`src/logic/sprm_pkg.sv`:
```
// Purpose: Constants and types for the serial pin remap and converter routing block.
// Assumes: APB slave with 32-bit data, one word per register.
// Notes:   Offsets are byte addresses.
package sprm_pkg;
  localparam logic [11:0] SPRM_CFG2_ADDR  = 12'h000;
  localparam logic [11:0] SPRM_CFG3_ADDR  = 12'h004;
  localparam logic [11:0] SPRM_SELL_ADDR  = 12'h008;
  localparam logic [11:0] SPRM_SELH_ADDR  = 12'h00C;
  localparam logic [11:0] SPRM_STAT_ADDR  = 12'h010;
  localparam int          SPRM_B0_BIT     = 0;
  localparam int          SPRM_A_BIT      = 0;
  localparam int          SPRM_TB_BIT     = 1;
  localparam int          SPRM_ADCSEL_LSB = 8;
  localparam int          SPRM_ADCSEL_W   = 10;
  localparam int          SPRM_EXT_CH     = 10;
  localparam logic [3:0]  SPRM_CH_TEMP    = 4'hC;
  localparam logic [3:0]  SPRM_CH_VREF    = 4'hD;
  localparam logic [31:0] SPRM_RESET_VAL  = 32'h0000_0000;
  localparam logic [31:0] SPRM_ERR_VAL    = 32'h0000_0000;
  typedef enum logic [1:0] {
    SPRM_IDLE   = 2'b00,
    SPRM_ACCESS = 2'b01
  } sprm_phase_e;
endpackage : sprm_pkg

```
`src/logic/sprm_route_if.sv`:
```
`timescale 1ns/1ns
// Purpose: Carries relocation selects and converter pin selects to the router.
// Assumes: Selects are registered by the owner.
// Notes:   None.
interface sprm_route_if;
  logic        b0_reloc;
  logic        a_reloc;
  logic        tb_reloc;
  logic        cfg_variant;
  logic [9:0]  adc_pins;
  logic [7:0]  port1_adc;
  logic [7:0]  port2_adc;
  modport owner  (output b0_reloc, a_reloc, tb_reloc, cfg_variant, adc_pins, input port1_adc, port2_adc);
  modport router (input b0_reloc, a_reloc, tb_reloc, cfg_variant, adc_pins, output port1_adc, port2_adc);
endinterface : sprm_route_if

```
`src/logic/sprm_adc_router.sv`:
```
`timescale 1ns/1ns
// Purpose: Chooses which port pins act as converter analog inputs.
// Assumes: Channels 0 to 7 sit on port 1, 8 and 9 on port 2 pins 0 and 1.
// Notes:   Purely combinational.
module sprm_adc_router
  import sprm_pkg::*;
(
  // Selects.
  sprm_route_if.router rt
);
  always_comb begin
    rt.port1_adc = rt.adc_pins[7:0];
    rt.port2_adc = {6'h00, rt.adc_pins[9:8]};
  end
endmodule : sprm_adc_router

```
`src/logic/sprm_top.sv`:
```
`timescale 1ns/1ns
// Purpose: Pin relocation for serial units and timer outputs, converter input routing.
// Assumes: Inputs synchronous to pclk; pin directions are decided by the units.
// Notes:   Function
// Function
// - B0 signals to P1.0-3 or P2.2-5
// - Only one candidate group active per unit
// - Serial A between P1.4-7 and P1.0-3
// - Timer outputs between P1.6-7 and P2.0-1
// - A: SPI, UART, IrDA; B: SPI, I2C
// - Converter pins from config or port selects
// - Ten external plus two internal channels
// - Channel 12 temperature, channel 13 reference
module sprm_top
  import sprm_pkg::*;
(
  // APB.
  input  wire logic        pclk,
  input  wire logic        presetn,
  input  wire logic        psel,
  input  wire logic        penable,
  input  wire logic        pwrite,
  input  wire logic [11:0] paddr,
  input  wire logic [31:0] pwdata,
  output logic             pready,
  output logic             pslverr,
  output logic      [31:0] prdata,
  // Variant strap: high when the second config register owns converter pin choice.
  input  wire logic        cfg_variant,
  // Serial B0 signals (select, clock, data out, data in; I2C uses the data pair).
  input  wire logic [3:0]  b0_out,
  input  wire logic [3:0]  b0_oe,
  output logic      [3:0]  b0_in,
  // Serial A signals (data out, data in, clock, select).
  input  wire logic [3:0]  a_out,
  input  wire logic [3:0]  a_oe,
  output logic      [3:0]  a_in,
  input  wire logic        a_mode_irda,
  // Timer outputs.
  input  wire logic [1:0]  tb_out,
  // Port pins.
  input  wire logic [7:0]  p1_in,
  input  wire logic [7:0]  p2_in,
  output logic      [7:0]  p1_out,
  output logic      [7:0]  p1_oe,
  output logic      [7:0]  p2_out,
  output logic      [7:0]  p2_oe,
  // Converter routing.
  input  wire logic [3:0]  adc_channel,
  output logic      [7:0]  p1_analog,
  output logic      [7:0]  p2_analog,
  output logic             adc_ch_valid,
  output logic             adc_ch_temp,
  output logic             adc_ch_vref
);
  typedef struct packed {
    logic [31:0] cfg2;
    logic [31:0] cfg3;
    logic [7:0]  sel_low;
    logic [7:0]  sel_high;
    logic [31:0] rdata;
  } sprm_state_s;

  sprm_state_s state_reg;
  sprm_state_s state_next;
  sprm_route_if rt ();

  function automatic logic [3:0] sprm_pick(input logic sel, input logic [3:0] x, input logic [3:0] y);
    sprm_pick = sel ? y : x;
  endfunction : sprm_pick

  // Serial A runs its bit 0 (data out) to the highest pin of either group, so its lines are mirrored.
  function automatic logic [3:0] sprm_rev(input logic [3:0] x);
    sprm_rev = {x[0], x[1], x[2], x[3]};
  endfunction : sprm_rev

  logic setup_wr;
  logic setup_rd;
  logic hit;
  assign hit      = (paddr == SPRM_CFG2_ADDR) || (paddr == SPRM_CFG3_ADDR) || (paddr == SPRM_SELL_ADDR)
                    || (paddr == SPRM_SELH_ADDR) || (paddr == SPRM_STAT_ADDR);
  assign setup_wr = psel && !penable && pwrite;
  assign setup_rd = psel && !penable && !pwrite;
  assign pready   = 1'b1;
  assign pslverr  = psel && penable && !hit;
  assign prdata   = state_reg.rdata;

  always_comb begin
    state_next = state_reg;
    if (psel && penable && pwrite) begin
      case (paddr)
        SPRM_CFG2_ADDR: state_next.cfg2 = pwdata;
        SPRM_CFG3_ADDR: state_next.cfg3 = pwdata;
        SPRM_SELL_ADDR: state_next.sel_low = pwdata[7:0];
        SPRM_SELH_ADDR: state_next.sel_high = pwdata[7:0];
        default: state_next.cfg2 = state_reg.cfg2;
      endcase
    end
    if (setup_rd) begin
      case (paddr)
        SPRM_CFG2_ADDR: state_next.rdata = state_reg.cfg2;
        SPRM_CFG3_ADDR: state_next.rdata = state_reg.cfg3;
        SPRM_SELL_ADDR: state_next.rdata = {24'h000000, state_reg.sel_low};
        SPRM_SELH_ADDR: state_next.rdata = {24'h000000, state_reg.sel_high};
        SPRM_STAT_ADDR: state_next.rdata = {16'h0000, p2_analog, p1_analog};
        default:        state_next.rdata = SPRM_ERR_VAL;
      endcase
    end
  end

  always_ff @(posedge pclk or negedge presetn) begin
    if (!presetn) begin
      state_reg <= '0;
    end else begin
      state_reg <= state_next;
    end
  end

  // Converter pin-choice source depends on variant; the port selects are the fallback.
  assign rt.b0_reloc    = state_reg.cfg2[SPRM_B0_BIT];
  assign rt.a_reloc     = state_reg.cfg3[SPRM_A_BIT];
  assign rt.tb_reloc    = state_reg.cfg3[SPRM_TB_BIT];
  assign rt.cfg_variant = cfg_variant;
  assign rt.adc_pins    = cfg_variant ? state_reg.cfg2[SPRM_ADCSEL_LSB +: SPRM_ADCSEL_W]
                                      : {state_reg.sel_high[1:0], state_reg.sel_low & state_reg.sel_high};

  sprm_adc_router u_router (
    .rt (rt.router)
  );

  assign p1_analog = rt.port1_adc;
  assign p2_analog = rt.port2_adc;

  // Serial A and B0 share P1.0-3 when A relocates and B0 does not; A takes priority there.
  always_comb begin
    p1_out = 8'h00;
    p1_oe  = 8'h00;
    p2_out = 8'h00;
    p2_oe  = 8'h00;
    if (!rt.b0_reloc) begin
      p1_out[3:0] = b0_out;
      p1_oe[3:0]  = b0_oe;
    end else begin
      p2_out[5:2] = b0_out;
      p2_oe[5:2]  = b0_oe;
    end
    if (!rt.a_reloc) begin
      p1_out[7:4] = sprm_rev(a_out);
      p1_oe[7:4]  = sprm_rev(a_oe);
    end else begin
      p1_out[3:0] = sprm_rev(a_out);
      p1_oe[3:0]  = sprm_rev(a_oe);
    end
    if (!rt.tb_reloc) begin
      p1_out[7:6] = tb_out;
      p1_oe[7:6]  = 2'b11;
    end else begin
      p2_out[1:0] = tb_out;
      p2_oe[1:0]  = 2'b11;
    end
  end

  // Inputs come only from the active group; IrDA uses the same data pins.
  assign b0_in = sprm_pick(rt.b0_reloc, p1_in[3:0], p2_in[5:2]);
  assign a_in  = sprm_rev(sprm_pick(rt.a_reloc, p1_in[7:4], p1_in[3:0])) & {3'b111, !a_mode_irda};

  assign adc_ch_temp  = (adc_channel == SPRM_CH_TEMP);
  assign adc_ch_vref  = (adc_channel == SPRM_CH_VREF);
  assign adc_ch_valid = (adc_channel < 4'(SPRM_EXT_CH)) || adc_ch_temp || adc_ch_vref;
endmodule : sprm_top

```
`config.mk`:
```
export PLATFORM = sky130hd
export DESIGN_NAME = sprm_top
export DESIGN_NICKNAME = d
export VERILOG_FILES = /design/src/logic/sprm_pkg.sv /design/src/logic/sprm_route_if.sv /design/src/logic/sprm_adc_router.sv /design/src/logic/sprm_top.sv
export SDC_FILE = /design/constraint.sdc
export NUM_CORES = 1
export LEC_CHECK = 0
export ABC_AREA = 1
export BUFFER_PORTS_ARGS = -buffer_cell sky130_fd_sc_hd__buf_2
export CAP_MARGIN = 30
export CORE_UTILIZATION = 29
export CTS_CLUSTER_DIAMETER = 30
export CTS_CLUSTER_SIZE = 14
export DETAILED_ROUTE_END_ITERATION = 12
export MAX_ROUTING_LAYER = met4
export PLACE_DENSITY = 0.49
export SLEW_MARGIN = 20
export SYNTH_ARGS = -nofsm -noshare
export SYNTH_HDL_FRONTEND = slang
export SYNTH_HIERARCHICAL = 1
export SYNTH_SLANG_ARGS = --single-unit
```
`constraint.sdc`:
```
create_clock -name pclk -period 3.63 [get_ports pclk]
set_input_delay 1.089 -clock pclk [delete_from_list [all_inputs] [get_ports pclk]]
set_output_delay 1.089 -clock pclk [all_outputs]
set_load 0.01 [all_outputs]
```
==> results.cfg <==
[synth]
ys_seq_area_share_pct = 46.81
ys_warn_count = 6
ys_seq_elements = 112
synth_top_family_by_area = simple AND/OR/NAND/NOR gates
syn-cell-area_um2 = 5987
synth_fa_ha_area_share_pct = 0
synth_area_per_cell_um2 = 7.465
ys_types = 25
synth-compound-area-share_pct = 11.31
synth_cells = 802
synth-simple-area-share_pct = 25.22
synth_mux_area_share_pct = 0
synth_xor_area_share_pct = 0

[grt]
overflow = 0
grt_pass1_wl_mm = 28.68
grt_pass1_vias = 5117
grtUsageTotal_pct = 18.00
grt_max_degree = 59
antenna_found_initial = 0

[clock_tree]
clk_pin_slew_worst_paths_ns = 0.07
cts_hold_buffers = 0
clock_sinks = 112
root_buffer = clkbuf_16
post-cts-setup-buffer-count = 0
cts_resized = 0
cts_tree = built
clockBufferDepth = 2
cts-htree-levels = 3
cts_buffers = 9
clkLatencyLatePin_ns = 0.36

[timing]
rsz0062_at_grt = no
final.setup.tns_ns = 0
fin_crit_ns = 3.235
slew_headroom_pct = 39.33
tightest_slew_ns = 0.9090
setup_viol = 0
finalCritPeriodShare_pct = 89.11
report.final.slew_viol_count = 0
fmax_ghz = 0.3091
final_hold_viol_count = 0
fin_skew_ns = 0.005641

[worst_setup_path]
regToRegSetupSlack_ns = 2.19
crit_buf_inv = 2
reg2reg_from = rt.b0_reloc
start_kind = input port
end_kind = output port
cp_cell_sequence = buf_2 -> nor2_1 -> nand3_1 -> nor2_1 -> a221oi_1 -> buf_2
crit_slowest_cell = nor2_1
crit_family = simple AND/OR/NAND/NOR gates
r2r_end = rt.b0_reloc
worstPathArrival_ns = 2.15
critPathMaxStageDelay_ns = 0.26
crit_type = in -> out
worstPathRequired_ns = 2.54
worst-r2r-cell-count = 2
critPathMaxFanout = 3

[detailed_routing]
routedWlPerCell_um = 15.05
wirelength_mm = 17.83
final_antenna_net_count = 0
vias = 5322
drc_errors = 0
drt_first_pass_iters = 5
drt-initial-drc-count = 325
routed_via_density = 4.491

[place]
post-dp-hpwl_mm = 12.22
place_area_um2 = 6793
place.gp.congestion = 0.8093
io_buffers = 166

[min_path]
holdPathEnd = prdata[22]
hold_depth = 2
hold_path_class = reg -> reg
holdCritStartpoint = prdata[22]

[job]
drv_cap = 0

[die]
ios = 182
die_h_um = 145.7
dieWidth_um = 145.7
std_cell_rows = 52
core_area_um2 = 20230
start_util_pct = 29.59
dieArea_um2 = 21220

[final_layout]
insertedDiodeCount = 0
layout-drive-gt1-share_pct = 23.50
design_area_um2 = 7101
finalNetCount = 999
layout-area-overhead-vs-synth_pct = 18.60
largest_reg_flops = 77

[outcome]
outcome = completed

[pwr]
p_per_area_nw_per_um2 = 360.1
ir_drop_mv = 0.2773
leakage_nw = 3.900
==> cell type report <==
class,instances,area [um^2]
clock inverter,4,51.30
multi-input combinational,495,2241
clock buffer,12,256.5
fill,2200,13130
timing repair buffer,184,1006
inverter,108,405.4
sequential,112,2803
tap,270,337.8
==> cell usage in the layout, fill, tap and decap left out, drive strengths merged <==
| cell type | netlist | layout |
|---|---|---|
| nand2 | 187 | 187 |
| buf | 68 | 184 |
| o21ai | 130 | 130 |
| dfrtp | 112 | 112 |
| inv | 105 | 106 |
| nand3 | 100 | 100 |
| nor2 | 43 | 43 |
| clkbuf | 27 | 12 |
| conb | 3 | 11 |
| or2 | 8 | 8 |
| nand4 | 8 | 8 |
| clkinv | 3 | 4 |
| nor3 | 3 | 3 |
| o22ai | 2 | 2 |
| a221oi | 1 | 1 |
| a21oi | 1 | 1 |
| nor3b | 1 | 1 |
| bufinv | 0 | 1 |
| clkinvlp | 0 | 1 |
==> where the power goes <==
group	switching [mW]	internal, mW	leakage, nW
logic	0.153	0.0915	2.37
clock network	0.469	0.576	0.149
registers	0.00598	1.26	1.38
==> stage by stage <==
step | worst slack, ns | hold WS (ns) | util (%) | total power [mW] | instances
floorplan | 0.5529 | 0.4501 | - | 1.430 | 810
global placement | 0.4298 | 0.4606 | 33.57 | 1.540 | 1169
detailed placement | 0.3975 | 0.4602 | 33.57 | 1.541 | 1169
CTS | 0.3841 | 0.4813 | 35.09 | 2.606 | 1185
global route | 0.3449 | 0.4955 | 35.09 | 2.682 | 1185
finish | 0.3951 | 0.4731 | 35.09 | 2.557 | 1185
==> tightest hold or removal path, stage by stage (launching register included) <==
cell	delay [ns]
dfrtp_1	0.34
nand2_1	0.05
nand2_1	0.06
==> cells by family (layout without fill, tap and decap cells) <==
| group | after synthesis | after routing |
|---|---|---|
| compound gates | 134 | 134 |
| buf+inv | 203 | 308 |
| simple gates | 350 | 350 |
| other cells | 3 | 11 |
| flops | 112 | 112 |
==> how the worst max path moves through the flow <==
stage / from / cells past startpoint / endpoint
final: paddr[1] / 6 / pslverr
after global routing: paddr[1] / 6 / pslverr
after CTS: paddr[1] / 6 / pslverr
after detailed placement: paddr[1] / 6 / pslverr
after global placement: paddr[1] / 6 / pslverr
after floorplan: paddr[11] / 5 / pslverr
==> synthesized netlist by cell type <==
cell      instances  area [um^2]
nor3_1            2        10.01
nand2_1         186        698.2
nor2_4            1        11.26
nand4_1           8        50.05
buf_2             5        25.02
a221oi_1          1        8.760
nor3b_1           1        7.510
nor2_1           41        153.9
nor3_4            1        16.27
o22ai_1           2        12.51
clkinv_1          3        11.26
clkbuf_1         27        101.4
buf_1             5        18.77
or2_2             8        50.05
nor2_2            1        6.260
buf_4            58        435.4
a21oi_1           1        5.000
o21ai_1          30        150.1
inv_2             1        3.750
inv_1           104        390.4
nand3_1         100        500.5
conb_1            3        11.26
o21ai_0         100        500.5
dfrtp_1         112         2803
nand2_2           1        6.260
==> layer usage <==
| metal | part of all wire, % | track usage, % | vias up |
|---|---|---|---|
| li1 | - | - | 2686 |
| met1 | 47 | 23.82 | 2498 |
| met2 | 47 | 28.01 | 122 |
| met3 | 4.8 | 3.605 | 16 |
| met4 | 1.1 | 4.789 | 0 |
| met5 | 0 | - | - |
(Power assumes the default switching activity.)
